**config.mk**
```make
export PLATFORM = sky130hd
export DESIGN_NAME = sgs_regs
export DESIGN_NICKNAME = d
export VERILOG_FILES = /design/src/inc/sgs_pkg.sv /design/src/logic/sgs_regs.sv /design/src/logic/sgs_route_switch.sv
export SDC_FILE = /design/constraint.sdc
export NUM_CORES = 1
export LEC_CHECK = 0
export ABC_AREA = 1
export BUFFER_PORTS_ARGS = -buffer_cell sky130_fd_sc_hd__buf_2
export CAP_MARGIN = 20
export CORE_AREA = 2 2 78 98
export CTS_CLUSTER_SIZE = 12
export DETAILED_ROUTE_END_ITERATION = 8
export DIE_AREA = 0 0 80 100
export MAX_ROUTING_LAYER = met4
export PLACE_DENSITY_LB_ADDON = 0.12
export SKIP_LAST_GASP = 1
export SYNTH_ARGS = -nofsm -noshare
export SYNTH_HDL_FRONTEND = slang
export SYNTH_SLANG_ARGS = --single-unit
```
**constraint.sdc**
```tcl
create_clock -name ref_clk -period 1.72 [get_ports ref_clk]
set_input_delay 0 -clock ref_clk [delete_from_list [all_inputs] [get_ports ref_clk]]
set_output_delay 0 -clock ref_clk [all_outputs]
set_load 0.005 [all_outputs]
```
**src/inc/sgs_pkg.sv**
```systemverilog
// Constants and types shared by the sine gain and switch register block
`default_nettype none

package sgs_pkg;

    // ------------------------------------------------------------
    // Bus widths
    // ------------------------------------------------------------
    localparam int ADDR_W = 8;
    localparam int DATA_W = 8;

    // ------------------------------------------------------------
    // Register offsets
    // ------------------------------------------------------------
    localparam logic [7:0] SINE_GAIN_OFS = 8'h01;
    localparam logic [7:0] ROUTE_RATE_OFS = 8'h02;
    localparam logic [7:0] STATUS_OFS = 8'h10;

    // ------------------------------------------------------------
    // Reset values
    // ------------------------------------------------------------
    localparam logic [7:0] SINE_GAIN_RST = 8'h00;
    localparam logic [7:0] ROUTE_RATE_RST = 8'h00;
    localparam logic [7:0] RD_IDLE = 8'h00;

    // ------------------------------------------------------------
    // Field positions of the routing and rate register
    // ------------------------------------------------------------
    localparam int BAND_BIT = 7;
    localparam int ROUTE_HI = 6;
    localparam int ROUTE_LO = 4;
    localparam int COARSE_HI = 3;
    localparam int COARSE_LO = 0;

    // ------------------------------------------------------------
    // Gain encoding
    // ------------------------------------------------------------
    localparam logic [7:0] MUTE_FIRST = 8'hf0;
    localparam logic [9:0] RANGE_STEP_HALF_DB = 10'h00c;

    // ------------------------------------------------------------
    // Operating modes
    // ------------------------------------------------------------
    localparam logic [1:0] MODE_DIGITAL = 2'h2;

    // ------------------------------------------------------------
    // Switch routing codes
    // ------------------------------------------------------------
    typedef enum logic [2:0] {
        SGS_ROUTE_OPEN = 3'h0,
        SGS_ROUTE_DIFF = 3'h1,
        SGS_ROUTE_DIFF_REV = 3'h2,
        SGS_ROUTE_CM_POS = 3'h3,
        SGS_ROUTE_CM_NEG = 3'h4,
        SGS_ROUTE_SE_POS = 3'h5,
        SGS_ROUTE_SE_NEG = 3'h6,
        SGS_ROUTE_SHORT = 3'h7
    } sgs_route_type;

endpackage

`default_nettype wire

```
**src/logic/sgs_regs.sv**
```systemverilog
// Sine gain, frequency range and signal switch configuration registers
`default_nettype none

// Behaviour
// - Sine digital gain is minus half the gain code in dB; reset gives 0 dB.
// - Gain codes f0 through ff mute the sine output completely.
// - Gain code reads as decibels: negate the value, then halve it.
// - Bit 7 of routing register picks the sine frequency range.
// - Routing field bits 6..4 set the switches while the gate pin is high.
// - Gate pin low forces every switch open, except in digital data mode.
// - In digital data mode switches follow the routing field alone.
// - Code 000 open (reset), 001 straight, 010 crossed.
// - 011 both from positive, 100 both from negative, 101/110 single, 111 short.
// - Bits 3..0 hold the coarse frequency factor for the synthesiser.
// - Mode value 10 is digital data mode.
// - Sine amplitude combines analog range and digital attenuation.
module sgs_regs (
    // Clock and reset
    input wire logic ref_clk,
    input wire logic nrst,
    // Register port
    input wire logic [7:0] addr,
    input wire logic [7:0] wr_data,
    input wire logic wr_en,
    input wire logic rd_en,
    output logic [7:0] rd_data,
    // Device context
    input wire logic [1:0] op_mode,
    input wire logic [2:0] analog_range,
    input wire logic route_gate_pin,
    // Sine generator controls
    output logic [7:0] digital_atten_value,
    output logic sine_mute,
    output logic [9:0] sine_total_atten,
    output logic sine_band_select,
    output logic [3:0] coarse_factor,
    // Signal switch
    output logic route_in_pos_to_out_pos,
    output logic route_in_neg_to_out_neg,
    output logic route_in_pos_to_out_neg,
    output logic route_in_neg_to_out_pos,
    output logic route_out_short
);

    // ------------------------------------------------------------
    // Registers and pin synchroniser
    // ------------------------------------------------------------
    logic [7:0] sine_gain_reg;
    logic [7:0] route_rate_reg;
    logic gate_meta;
    logic gate_sync;
    logic [2:0] route_active;

    // ------------------------------------------------------------
    // Decode
    // ------------------------------------------------------------
    wire logic sel_gain;
    wire logic sel_route;
    wire logic sel_status;
    wire logic wr_gain;
    wire logic wr_route;
    wire logic digital_mode;
    wire logic [2:0] route_config;
    wire logic [7:0] sine_atten_code;
    wire logic next_mute;
    wire logic [9:0] next_total;
    wire logic [7:0] status_word;
    wire logic [7:0] next_rd_data;

    assign sel_gain = (addr == sgs_pkg::SINE_GAIN_OFS);
    assign sel_route = (addr == sgs_pkg::ROUTE_RATE_OFS);
    assign sel_status = (addr == sgs_pkg::STATUS_OFS);
    assign wr_gain = wr_en & sel_gain;
    assign wr_route = wr_en & sel_route;

    assign digital_mode = (op_mode == sgs_pkg::MODE_DIGITAL);
    assign route_config = route_rate_reg[sgs_pkg::ROUTE_HI:sgs_pkg::ROUTE_LO];
    assign sine_atten_code = sine_gain_reg;

    // Codes at or above the mute threshold mute the sine output
    assign next_mute = (sine_atten_code >= sgs_pkg::MUTE_FIRST);

    // Attenuation in half-dB units; a range step is 6 dB
    assign next_total = ({7'h00, analog_range} * sgs_pkg::RANGE_STEP_HALF_DB)
                        + {2'h0, sine_atten_code};

    assign status_word = {gate_sync, sine_mute, digital_mode, 2'h0, route_active};

    // Unmapped offsets read as zero
    assign next_rd_data = !rd_en ? sgs_pkg::RD_IDLE :
                          sel_gain ? sine_gain_reg :
                          sel_route ? route_rate_reg :
                          sel_status ? status_word :
                          sgs_pkg::RD_IDLE;

    // ------------------------------------------------------------
    // Register writes
    // ------------------------------------------------------------
    always_ff @(posedge ref_clk) begin
        if (!nrst) begin
            sine_gain_reg <= sgs_pkg::SINE_GAIN_RST;
        end else if (wr_gain) begin
            sine_gain_reg <= wr_data;
        end
    end

    always_ff @(posedge ref_clk) begin
        if (!nrst) begin
            route_rate_reg <= sgs_pkg::ROUTE_RATE_RST;
        end else if (wr_route) begin
            route_rate_reg <= wr_data;
        end
    end

    // ------------------------------------------------------------
    // Gate pin synchroniser
    // ------------------------------------------------------------
    // Pin is asynchronous; only the second stage feeds logic
    always_ff @(posedge ref_clk) begin
        if (!nrst) begin
            gate_meta <= 1'h0;
            gate_sync <= 1'h0;
        end else begin
            gate_meta <= route_gate_pin;
            gate_sync <= gate_meta;
        end
    end

    // ------------------------------------------------------------
    // Read data
    // ------------------------------------------------------------
    always_ff @(posedge ref_clk) begin
        if (!nrst) begin
            rd_data <= sgs_pkg::RD_IDLE;
        end else begin
            rd_data <= next_rd_data;
        end
    end

    // ------------------------------------------------------------
    // Sine generator outputs
    // ------------------------------------------------------------
    always_ff @(posedge ref_clk) begin
        if (!nrst) begin
            digital_atten_value <= sgs_pkg::SINE_GAIN_RST;
            sine_mute <= 1'h0;
            sine_total_atten <= 10'h000;
        end else begin
            digital_atten_value <= sine_atten_code;
            sine_mute <= next_mute;
            sine_total_atten <= next_total;
        end
    end

    always_ff @(posedge ref_clk) begin
        if (!nrst) begin
            sine_band_select <= 1'h0;
            coarse_factor <= 4'h0;
        end else begin
            sine_band_select <= route_rate_reg[sgs_pkg::BAND_BIT];
            coarse_factor <= route_rate_reg[sgs_pkg::COARSE_HI:sgs_pkg::COARSE_LO];
        end
    end

    // ------------------------------------------------------------
    // Signal switch
    // ------------------------------------------------------------
    // Gate lags the pin by the synchroniser, two cycles plus the output flop
    sgs_route_switch sgs_route_switch_i (
        .ref_clk(ref_clk),
        .nrst(nrst),
        .route_config(route_config),
        .gate_sync(gate_sync),
        .digital_mode(digital_mode),
        .pos_to_pos(route_in_pos_to_out_pos),
        .neg_to_neg(route_in_neg_to_out_neg),
        .pos_to_neg(route_in_pos_to_out_neg),
        .neg_to_pos(route_in_neg_to_out_pos),
        .out_short(route_out_short),
        .route_active(route_active)
    );
endmodule

`default_nettype wire

```
**src/logic/sgs_route_switch.sv**
```systemverilog
// Signal switch decoder: routing code and gate to registered switch enables
`default_nettype none

module sgs_route_switch (
    // Clock and reset
    input wire logic ref_clk,
    input wire logic nrst,
    // Control
    input wire logic [2:0] route_config,
    input wire logic gate_sync,
    input wire logic digital_mode,
    // Switch enables
    output logic pos_to_pos,
    output logic neg_to_neg,
    output logic pos_to_neg,
    output logic neg_to_pos,
    output logic out_short,
    output logic [2:0] route_active
);

    // ------------------------------------------------------------
    // Effective code
    // ------------------------------------------------------------
    wire logic route_enable;
    wire logic [2:0] eff_code;
    wire logic [4:0] next_switch;

    assign route_enable = digital_mode | gate_sync;
    assign eff_code = route_enable ? route_config : sgs_pkg::SGS_ROUTE_OPEN;

    // Order: pp, nn, pn, np, short
    assign next_switch = (eff_code == sgs_pkg::SGS_ROUTE_DIFF) ? 5'h03 :
                     (eff_code == sgs_pkg::SGS_ROUTE_DIFF_REV) ? 5'h0c :
                     (eff_code == sgs_pkg::SGS_ROUTE_CM_POS)   ? 5'h05 :
                     (eff_code == sgs_pkg::SGS_ROUTE_CM_NEG)   ? 5'h0a :
                     (eff_code == sgs_pkg::SGS_ROUTE_SE_POS)   ? 5'h01 :
                     (eff_code == sgs_pkg::SGS_ROUTE_SE_NEG)   ? 5'h02 :
                     (eff_code == sgs_pkg::SGS_ROUTE_SHORT)    ? 5'h10 :
                     5'h00;

    // ------------------------------------------------------------
    // Output flops
    // ------------------------------------------------------------
    always_ff @(posedge ref_clk) begin
        if (!nrst) begin
            {out_short, neg_to_pos, pos_to_neg, neg_to_neg, pos_to_pos} <= 5'h00;
            route_active <= sgs_pkg::SGS_ROUTE_OPEN;
        end else begin
            {out_short, neg_to_pos, pos_to_neg, neg_to_neg, pos_to_pos} <= next_switch;
            route_active <= eff_code;
        end
    end

endmodule

`default_nettype wire

```
==> qor.csv, run 1 <==
stage,metric,value,unit
run_status,run status,"complete, no violations",
timing,"Hold Violations, Final",0,
synth,largest family of logic cells by synthesized area,simple AND/OR/NAND/NOR gates,
cts,maximum clock path buffer count,2,
cts,"Clk Latency, worst-skew pair",0.30,ns
synth,per-instance average area after synthesis,7.492,um2
cts,clock root buffer,sky130_fd_sc_hd__clkbuf_8,
power_and_ir_drop,worst vdd rail ir drop,0.2893,mV
critical_path,crit path max-delay cell type,sky130_fd_sc_hd__fa_1,
synth,synthesized flop and latch total,55,
cts,number of clock sinks,55,
synth,number of warning messages in the yosys log,0,
cts,CTS resizes,0,
detailed_routing,via count,2030,
critical_path,Worst Setup Path Type,reg2reg,
job,max-cap viol count,0,
placement,HPWL Detailed,3971,um
grt,largest net degree at the start of global routing,29,
synth,"share of synthesized cell area in and, or, nand and nor gates",33.46,%
detailed_routing,Detail Route Antenna Nets,0,
synth,"Distinct cells, synth",29,
power_and_ir_drop,total net switching power,0.5088,mW
placement,post-place instance area,0.002808,mm2
detailed_routing,routed vias/inst,4.229,
synth,share of Yosys cell area claimed by the top area cell type,45.93,%
synth,number of nets in the synthesized netlist,356,
cells_and_area,share of post-route cells with drive strength above 1,25.26,%
grt,vias in the first global route,1944,
timing,final period utilization,87.26,%
synth,share of the yosys chip area belonging to registers,45.93,%
die,area inside the core boundary,0.007182,mm2
timing,unrepaired setup endpoints after global routing,no,
timing,post-layout minimum cycle time,1.501,ns
grt,first-pass GRT wire length,8680,um
synth,number of cells produced by synthesis,320,
detailed_routing,Detailed Route Iter0 Violations,86,
power_and_ir_drop,switching fraction of total power,22.76,%
timing,setup clock skew after layout,0.005008,ns
timing,worst hold margin,0.01079,ns
synth,top cell type by total area after synthesis,sky130_fd_sc_hd__dfxtp_1,
critical_path,CP required,1.96,ns
detailed_routing,DRT Pass-1 Iters,4,
power_and_ir_drop,pwr/cell area,766.2,mW/mm2
synth,fraction of synthesized area in multiplexers,0,%
die,placement row count,35,
power_and_ir_drop,static leakage power,1.684,nW
critical_path,flop-to-flop setup slack,0.22,ns
detailed_routing,drt wl/cell,10.63,um
cts,CTS tree,yes,
cells_and_area,post-layout instance area,0.002918,mm2
critical_path,CP top delay family,adder cells,
critical_path,list of cells traversed by the critical path,ha_1 -> inv_1 -> fa_1 -> o21a_1 -> nor2_1 -> nor2_1 -> nor2_1,
cells_and_area,most frequent cells in the layout,"sky130_fd_sc_hd__nand2_1 (85), sky130_fd_sc_hd__buf_2 (61), sky130_fd_sc_hd__dfxtp_1 (55)",
synth,fraction of the mapped netlist area in compound gates,2.662,%
detailed_routing,post-detailed-route DRC marker count,0,
cts,clock-pin slew on the worst setup and hold paths,0.09,ns
cts,number of H-tree branching levels,2,
critical_path,kind of end point of the critical path,flop,
power_and_ir_drop,Internal,1.727,mW
critical_path,count of buffer and inverter cells on the critical path,1,
synth,cell area after synthesis,0.002397,mm2
critical_path,arrival time at the worst endpoint,1.74,ns
power_and_ir_drop,proportion of power drawn by flip-flops and latches,57.7,%
grt,antenna violations before repair,0,
power_and_ir_drop,power share of the clock group,34.1,%
cells_and_area,Area Growth Syn to Fin,21.71,%
timing,count of final setup violators,0,
cts,total clock buffers created by CTS,5,
critical_path,startpoint kind of the worst setup timing path,flop,
hold_path,class of the tightest hold or removal check,in2reg,
detailed_routing,wire length after detailed routing,5103,um
power_and_ir_drop,combinational group share of total power,8.2,%
synth,xor and xnor fraction of the mapped netlist area,0.7307,%
cells_and_area,Ant. Diodes,0,
critical_path,library cell appearing most often on the critical path,sky130_fd_sc_hd__nor2_1,
placement,global placement routability congestion,0.7630,
die,Die Height,100,um
synth,Synth Area in Adders,5.846,%
synth,main area contributors after synthesis,"sky130_fd_sc_hd__dfxtp_1 (46%), sky130_fd_sc_hd__nand2_1 (13%), sky130_fd_sc_hd__nor2_1 (7.8%), sky130_fd_sc_hd__inv_1 (7.5%), sky130_fd_sc_hd__nand3_1 (4.8%)",
die,Ports,63,
grt,GR Overflow Total,0,
timing,number of pins exceeding their max-slew limit in the final report,0,
critical_path,peak fanout along the critical path,2,
die,die width,80,um
cells_and_area,most frequent standard cell in the layout excluding fill and tap cells,sky130_fd_sc_hd__nand2_1,
critical_path,delay of the slowest critical-path stage,0.40,ns
grt,aggregate global-route resource usage,14.03,%
timing,Max Fclk,0.6663,GHz
placement,number of buffer cells added on primary ports,61,
cells_and_area,number of nets in the finished design,423,
die,initial core utilization,33.38,%
die,area of the die,0.008000,mm2
-- logic make-up (layout without fill, tap and decap cells) --
| logic type | Yosys count | in the layout |
|---|---|---|
| and+or+nand+nor | 178 | 178 |
| xor gates and xnor gates | 2 | 2 |
| adders and majority gates | 10 | 10 |
| buffers and inverters | 63 | 131 |
| other | 1 | 1 |
| AOI/OAI and AO/OA | 11 | 11 |
| DFF | 55 | 55 |
-- routing by layer --
metal | up-vias | track usage, % | wire length, um
li1 | 1080 | - | -
met3 | 7 | 2.248 | 202
met1 | 902 | 17.28 | 2313
met5 | - | - | 0
met2 | 41 | 23.72 | 2516
met4 | 0 | 3.911 | 70
-- power groups by stage --
stage / logic [mW] / clock network, mW / registers (mW)
after global routing: 0.211 / 0.854 / 1.29
after floorplan: 0.112 / 0 / 1.32
final: 0.184 / 0.763 / 1.29
after global placement: 0.182 / 0 / 1.32
after detailed placement: 0.185 / 0 / 1.32
after CTS: 0.188 / 0.806 / 1.29
-- synth_stat cells --
library cell	count
sky130_fd_sc_hd__buf_6	1
sky130_fd_sc_hd__nor3_1	2
sky130_fd_sc_hd__a21o_1	1
sky130_fd_sc_hd__nand2_1	85
sky130_fd_sc_hd__clkbuf_1	2
sky130_fd_sc_hd__fa_1	2
sky130_fd_sc_hd__inv_1	48
sky130_fd_sc_hd__a21oi_1	5
sky130_fd_sc_hd__o21bai_1	1
sky130_fd_sc_hd__xor2_1	2
sky130_fd_sc_hd__buf_2	2
sky130_fd_sc_hd__nor3b_1	1
sky130_fd_sc_hd__o22ai_1	1
sky130_fd_sc_hd__o21ai_0	2
sky130_fd_sc_hd__nor2_2	7
sky130_fd_sc_hd__buf_1	1
sky130_fd_sc_hd__conb_1	1
sky130_fd_sc_hd__o21a_1	1
sky130_fd_sc_hd__nand2_4	2
sky130_fd_sc_hd__inv_2	5
sky130_fd_sc_hd__nor2_8	3
sky130_fd_sc_hd__nand3_1	23
sky130_fd_sc_hd__nor2_4	1
sky130_fd_sc_hd__buf_4	3
sky130_fd_sc_hd__nor2_1	50
sky130_fd_sc_hd__ha_1	8
sky130_fd_sc_hd__nand2_2	4
sky130_fd_sc_hd__buf_8	1
sky130_fd_sc_hd__dfxtp_1	55
-- worst paths after layout --
kind	startpoint	endpoint	cells after the start
worst min register to register	gate_meta	gate_sync	2
worst min-delay path	wr_data[7]	sine_atten_code[7]	5
worst max-delay path	sine_atten_code[2]	sine_total_atten[8]	7
worst max register to register	sine_atten_code[2]	sine_total_atten[8]	7
-- area by class of cell --
class                           instances  area, um2
Inverter                               53      198.9
Tap cell                               92      115.1
Sequential cell                        55       1101
Multi-Input combinational cell        202       1027
Fill cell                             801       4264
Timing Repair Buffer                   70      375.4
Clock buffer                            8      100.1
-- per-stage QoR --
step | TNS [ns] | power, mW | utilization (%) | std cells | setup slack, ns
2_1_floorplan | 0 | 1.432 | - | 320 | 0.1544
3_3_place_gp | -0.03180 | 1.502 | 39.09 | 471 | -0.02877
3_5_place_dp | -0.1495 | 1.505 | 39.09 | 471 | -0.06898
4_1_cts | 0 | 2.283 | 40.63 | 480 | 0.1900
5_1_grt | 0 | 2.356 | 40.63 | 480 | 0.05359
6_report | 0 | 2.236 | 40.63 | 480 | 0.2191
-- worst register-to-register path, stage by stage, from the launching register on --
cell	delay [ns]
sky130_fd_sc_hd__dfxtp_1	0.36
sky130_fd_sc_hd__ha_1	0.17
sky130_fd_sc_hd__inv_1	0.05
sky130_fd_sc_hd__fa_1	0.40
sky130_fd_sc_hd__o21a_1	0.22
sky130_fd_sc_hd__nor2_1	0.12
sky130_fd_sc_hd__nor2_1	0.05
sky130_fd_sc_hd__nor2_1	0.07
-- repair_timing --
item                      in CTS  in global routing
hold buffers                   1                  0
setup buffers                  0                  0
hold endpoints to repair       1                  0
(Power assumes the default switching activity.)
==> inputs of run 2 (changes only) <==
- CTS_CLUSTER_DIAMETER: not set -> 40
- RECOVER_POWER: not set -> 25
==> run 2 against run 1 <==
  * Setup slack about the same
  * Clock power about the same
  * Final cell count unchanged
  * Wire length increased by 0.18%
  * Design area decreased by 0.47%
==> qor.csv, run 2 (synthesis gave the netlist of run 1 again) <==
stage,metric,value,unit,change
critical_path,arrival time at the worst endpoint,1.74,ns,about the same
cts,Post-CTS Repair Setup Buffers,0,,unchanged
critical_path,library cell appearing most often on the critical path,sky130_fd_sc_hd__nor2_1,,
timing,count of final setup violators,0,,unchanged
power_and_ir_drop,pwr/cell area,769.5,mW/mm2,+0.42%
timing,post-layout minimum cycle time,1.501,ns,+0.0002960 ns
cells_and_area,most frequent standard cell in the layout excluding fill and tap cells,sky130_fd_sc_hd__nand2_1,,
power_and_ir_drop,Tot Pwr,2.235,mW,about the same
cts,number of clock sinks,55,,unchanged
cells_and_area,Area Growth Syn to Fin,21.14,%,
grt,GR Overflow Total,0,,unchanged
cts,CTS resizes,0,,unchanged
critical_path,startpoint kind of the worst setup timing path,flop,,
detailed_routing,routed vias/inst,4.233,,about the same
cts,number of H-tree branching levels,2,,unchanged
grt,vias in the first global route,1944,,unchanged
cells_and_area,Ant. Diodes,0,,unchanged
timing,relative max-transition margin,23.15,%,
cts,CTS tree,yes,,
critical_path,delay of the slowest critical-path stage,0.40,ns,about the same
critical_path,peak fanout along the critical path,2,,unchanged
detailed_routing,amount of wire on met2 after detailed routing,2518,um,about the same
grt,first-pass GRT wire length,8680,um,unchanged
detailed_routing,highest layer used for signal routing,met4,,
cells_and_area,number of nets in the finished design,423,,unchanged
detailed_routing,post-detailed-route DRC marker count,0,,unchanged
timing,transition time at the pin with the least slew margin,1.153,ns,
detailed_routing,Detail Route Antenna Nets,0,,unchanged
detailed_routing,via count,2032,,+0.099%
die,Die Height,100,um,unchanged
detailed_routing,DRT Pass-1 Iters,4,,unchanged
cts,number of buffers inserted by hold repair at cts,1,,unchanged
power_and_ir_drop,worst vdd rail ir drop,0.2892,mV,about the same
timing,Max Fclk,0.6662,GHz,about the same
die,area of the die,0.008000,mm2,unchanged
placement,global placement routability congestion,0.7630,,unchanged
grt,largest net degree at the start of global routing,29,,unchanged
cells_and_area,share of post-route cells with drive strength above 1,23.45,%,-1.8 points
critical_path,list of cells traversed by the critical path,ha_1 -> inv_1 -> fa_1 -> o21a_1 -> nor2_1 -> nor2_1 -> nor2_1,,
grt,aggregate global-route resource usage,14.03,%,unchanged
run_status,run status,"complete, no violations",,
cts,clock root buffer,sky130_fd_sc_hd__clkbuf_8,,
cts,clock-pin slew on the worst setup and hold paths,0.09,ns,about the same
critical_path,Worst Setup Path Type,reg2reg,,
die,area inside the core boundary,0.007182,mm2,unchanged
timing,final period utilization,87.28,%,about the same
cells_and_area,most frequent cells in the layout,"sky130_fd_sc_hd__nand2_1 (85), sky130_fd_sc_hd__buf_2 (56), sky130_fd_sc_hd__dfxtp_1 (55)",,
timing,unrepaired setup endpoints after global routing,no,,
power_and_ir_drop,static leakage power,1.656,nW,-1.7%
placement,number of buffer cells added on primary ports,61,,unchanged
cts,"Clk Latency, worst-skew pair",0.30,ns,about the same
timing,setup clock skew after layout,0.004981,ns,-0.00002748 ns
detailed_routing,WL met3,207,um,+2.5%
detailed_routing,Detailed Route Iter0 Violations,85,,-1.2%
detailed_routing,drt wl/cell,10.65,um,+0.18%
placement,HPWL Detailed,3971,um,unchanged
die,die width,80,um,unchanged
grt,antenna violations before repair,0,,unchanged
detailed_routing,sum of routed wire segments on met1,2315,um,about the same
placement,post-placement cell count,471,,unchanged
cells_and_area,"number of standard cells in the layout, taps in and fillers out",480,,unchanged
hold_path,class of the tightest hold or removal check,in2reg,,
cells_and_area,final-layout fill cell count,803,,+0.25%
die,placement row count,35,,unchanged
cts,maximum clock path buffer count,2,,unchanged
critical_path,CP required,1.96,ns,about the same
critical_path,crit path max-delay cell type,sky130_fd_sc_hd__fa_1,,
cts,total clock buffers created by CTS,5,,unchanged
die,Ports,63,,unchanged
timing,"Hold Violations, Final",0,,unchanged
job,max-cap viol count,0,,unchanged
critical_path,kind of end point of the critical path,flop,,
die,initial core utilization,33.38,%,unchanged
timing,number of pins exceeding their max-slew limit in the final report,0,,unchanged
critical_path,flop-to-flop setup slack,0.22,ns,about the same
detailed_routing,wire length after detailed routing,5112,um,+0.18%
==> run 2: cell types whose count changed in the layout (fill, tap and decap cells not counted), sizes merged <==
cell	previous run	this run
buf	69	62
clkbuf	8	15
==> run 2: power breakdown <==
part	switching, mW	internal (mW)	leakage (nW)
registers	0.00442	1.28	0.445
logic	0.110	0.0727	1.16
clock network	0.395	0.368	0.0515
total	0.509	1.73	1.66
==> run 2: final timing paths <==
check / cells after the start / from / endpoint
worst max register to register: 7 / sine_atten_code[2] / sine_total_atten[8]
worst min register to register: 2 / gate_meta / gate_sync
worst max-delay path: 7 / sine_atten_code[2] / sine_total_atten[8]
worst min-delay path: 5 / wr_data[7] / sine_atten_code[7]
==> run 2: metal layers <==
metal  up-vias  global-route usage [%]
met4         0                   3.911
met2        41                   23.72
met5         -                       -
li1       1080                       -
met3         7                   2.248
met1       904                   17.28
==> run 2: critical path, delay by kind of cell, from the launching register on <==
family	cells	cell delay [ns]
adders and majority gates	2	0.57
DFF	1	0.36
and+or+nand+nor	3	0.24
AOI/OAI and AO/OA	1	0.22
buffers and inverters	1	0.05
==> run 2: area by class of cell <==
class                   count  area (um2)  share of cell area [%]
repair buffers             70       361.6                   12.45
multi-input cells         202        1027                   35.37
flip-flops and latches     55        1101                   37.91
well taps                  92       115.1                   3.964
clock buffers               8       100.1                   3.447
inverters                  53       198.9                   6.850
==> run 2: per-stage QoR <==
step	hold slack, ns	util [%]	setup slack [ns]	instance area [um2]	TNS (ns)
4_1_cts	0.006976	40.63	0.1900	2918	0
2_1_floorplan	0.09763	-	0.1544	2397	0
6_report	0.01084	40.44	0.2188	2904	0
3_3_place_gp	0.1956	39.09	-0.02877	2808	-0.03180
5_1_grt	0.02097	40.44	0.05279	2904	0
3_5_place_dp	0.1917	39.09	-0.06898	2808	-0.1495
==> inputs of run 3 (changes only) <==
- CORE_AREA: 2 2 78 98 -> 2 2 73 92
- DIE_AREA: 0 0 80 100 -> 0 0 75 94
==> run 3 against run 2 <==
  * First-iteration DRC count did not move
  * Critical path type unchanged
  * Die area fell by 12%
  * Critical endpoint unchanged
  * Utilization rose by 7.0 points
  * Largest power group unchanged
  * Flip-flop and latch count did not move
==> qor.csv, run 3 (synthesis gave the netlist of run 1 again) <==
stage,metric,value,unit,change
run_status,run status,"complete, no violations",,
timing,transition time at the pin with the least slew margin,0.8931,ns,-0.2597 ns
cts,clock-pin slew on the worst setup and hold paths,0.09,ns,about the same
timing,Max Fclk,0.6599,GHz,-0.93%
critical_path,crit path launch,sine_atten_code[2],,
power_and_ir_drop,proportion of power drawn by flip-flops and latches,57.8,%,about the same
grt,aggregate global-route resource usage,15.50,%,+1.5 points
detailed_routing,drt wl/cell,10.18,um,-4.5%
die,placement row count,32,,-8.6%
grt,met1 routing resource usage after global routing,18.82,%,+1.5 points
detailed_routing,Detailed Route Iter0 Violations,85,,unchanged
cts,"Clk Latency, worst-skew pair",0.29,ns,about the same
placement,number of buffer cells added on primary ports,61,,unchanged
critical_path,CP top delay family,adder cells,,
timing,number of pins exceeding their max-slew limit in the final report,0,,unchanged
detailed_routing,DRT Pass-1 Iters,4,,unchanged
hold_path,hold path startpoint,wr_data[6],,
timing,post-layout minimum cycle time,1.515,ns,+0.01414 ns
job,max-cap viol count,0,,unchanged
cells_and_area,most frequent standard cell in the layout excluding fill and tap cells,sky130_fd_sc_hd__nand2_1,,
die,die width,75,um,-6.3%
cells_and_area,final-layout fill cell count,646,,-20%
detailed_routing,via count,2003,,-1.4%
power_and_ir_drop,static leakage power,1.654,nW,-0.11%
cts,number of H-tree branching levels,2,,unchanged
detailed_routing,Detail Route Antenna Nets,0,,unchanged
cells_and_area,fraction of the core area covered by cells at the end of the flow,47.43,%,+7.0 points
timing,final period utilization,88.10,%,+0.82 points
critical_path,beginning of the worst register-to-register path,sine_atten_code[2],,
power_and_ir_drop,total net switching power,0.5020,mW,-1.3%
hold_path,class of the tightest hold or removal check,in2reg,,
critical_path,list of cells traversed by the critical path,ha_2 -> inv_1 -> fa_1 -> o21a_1 -> nor2_2 -> nor2_1 -> nor2_1,,
detailed_routing,routed vias/inst,4.226,,-0.18%
power_and_ir_drop,switching fraction of total power,22.50,%,-0.27 points
detailed_routing,wire length after detailed routing,4823,um,-5.7%
critical_path,startpoint kind of the worst setup timing path,flop,,
cells_and_area,Ant. Diodes,0,,unchanged
grt,first-pass GRT wire length,8059,um,-7.2%
placement,HPWL Detailed,3760,um,-5.3%
cells_and_area,sequential standard cell area,0.001102,mm2,+0.11%
power_and_ir_drop,Internal,1.729,mW,+0.20%
grt,peak-usage layer in the global routing report,met2,,
critical_path,CP required,1.96,ns,about the same
power_and_ir_drop,worst vdd rail ir drop,0.3740,mV,+29%
critical_path,Worst Setup Path Type,reg2reg,,
timing,"Hold Violations, Final",0,,unchanged
timing,count of final setup violators,0,,unchanged
cts,maximum clock path buffer count,2,,unchanged
cts,clock root buffer,sky130_fd_sc_hd__clkbuf_8,,
cells_and_area,number of nets in the finished design,424,,+0.24%
grt,met2 Use GR,24.78,%,+1.1 points
cells_and_area,area occupied by multi-input gates,0.001032,mm2,+0.49%
cts,total clock buffers created by CTS,5,,unchanged
grt,GR Overflow Total,0,,unchanged
critical_path,crit path max-delay cell type,sky130_fd_sc_hd__fa_1,,
critical_path,peak fanout along the critical path,3,,+1
timing,worst hold margin,0.01071,ns,-0.0001300 ns
timing,unrepaired setup endpoints after global routing,no,,
power_and_ir_drop,combinational group share of total power,8.3,%,about the same
critical_path,kind of end point of the critical path,flop,,
die,area inside the core boundary,0.006126,mm2,-15%
timing,relative max-transition margin,40.46,%,+17 points
cells_and_area,most frequent cells in the layout,"sky130_fd_sc_hd__nand2_1 (85), sky130_fd_sc_hd__buf_2 (56), sky130_fd_sc_hd__dfxtp_1 (54)",,
critical_path,count of buffer and inverter cells on the critical path,1,,unchanged
power_and_ir_drop,power share of the clock group,34.0,%,about the same
die,area of the die,0.007050,mm2,-12%
critical_path,flop-to-flop setup slack,0.20,ns,about the same
detailed_routing,post-detailed-route DRC marker count,0,,unchanged
power_and_ir_drop,pwr/cell area,768.0,mW/mm2,-0.20%
critical_path,arrival time at the worst endpoint,1.75,ns,about the same
cells_and_area,Area Growth Syn to Fin,21.19,%,about the same
critical_path,delay of the slowest critical-path stage,0.40,ns,about the same
die,Die Height,94,um,-6.0%
grt,global routing met3 resource utilization,3.755,%,+1.5 points
grt,largest net degree at the start of global routing,24,,-17%
cells_and_area,share of post-route cells with drive strength above 1,24.16,%,+0.71 points
placement,global placement routability congestion,0.8444,,+11%
die,initial core utilization,39.13,%,+5.8 points
grt,antenna violations before repair,0,,unchanged
cts,CTS tree,yes,,
die,Ports,63,,unchanged
critical_path,library cell appearing most often on the critical path,sky130_fd_sc_hd__nor2_1,,
grt,vias in the first global route,1848,,-4.9%
cts,number of clock sinks,55,,unchanged
timing,setup clock skew after layout,0.003191,ns,-0.001790 ns
## run 3: changes by cell type in the layout (fill, tap and decap cells not counted), sizes merged
cell,before,now
clkbuf,15,16
## run 3: worst paths after layout
path | to | depth (start not counted)
max | sine_total_atten[8] | 7
min | sine_atten_code[6] | 5
max reg2reg | sine_total_atten[8] | 7
min reg2reg | gate_sync | 2
## run 3: repair_timing
item | in CTS | in global routing
resized for setup | 0 | 3
hold endpoints to repair | 1 | 0
buffers inserted | 0 | 0
hold buffers | 1 | 0
setup endpoints to repair | 0 | 1
## run 3: metrics by stage
stage	std cells	setup TNS, ns	power, mW	setup WS [ns]	area [um2]
after global routing	474	0	2.346	0.02814	2905
after CTS	474	0	2.262	0.1040	2917
final	474	0	2.231	0.2047	2905
after detailed placement	465	-0.08159	1.505	-0.04783	2806
after global placement	465	-0.01364	1.504	-0.01364	2806
after floorplan	320	0	1.432	0.1544	2397
## run 3: tightest hold or removal path, cell delays in order
cell	delay, ns
sky130_fd_sc_hd__buf_2	0.07
sky130_fd_sc_hd__inv_1	0.04
sky130_fd_sc_hd__nand2_1	0.05
sky130_fd_sc_hd__nand2_1	0.04
sky130_fd_sc_hd__nor2_1	0.07
## run 3: layout make-up
cell class	instances	area share [%]
Clock buffer	8	3.445
Inverter	53	6.848
Multi-Input combinational cell	202	35.53
Sequential cell	55	37.94
Tap cell	85	3.661
Timing Repair Buffer	71	12.58
## run 3: power groups by stage
stage               clock network, mW  registers (mW)  logic (mW)
detailed placement                  0            1.32       0.186
finish                          0.758            1.29       0.184
CTS                             0.783            1.29       0.189
global route                    0.844            1.29       0.211
floorplan                           0            1.32       0.112
global placement                    0            1.32       0.184
## run 3: metal layers
metal | up-vias | share of wire [%] | wire [um]
li1 | 1082 | - | -
met1 | 873 | 45 | 2185
met2 | 44 | 49 | 2364
met3 | 4 | 4.5 | 219
met4 | 0 | 1.1 | 54
met5 | - | 0 | 0
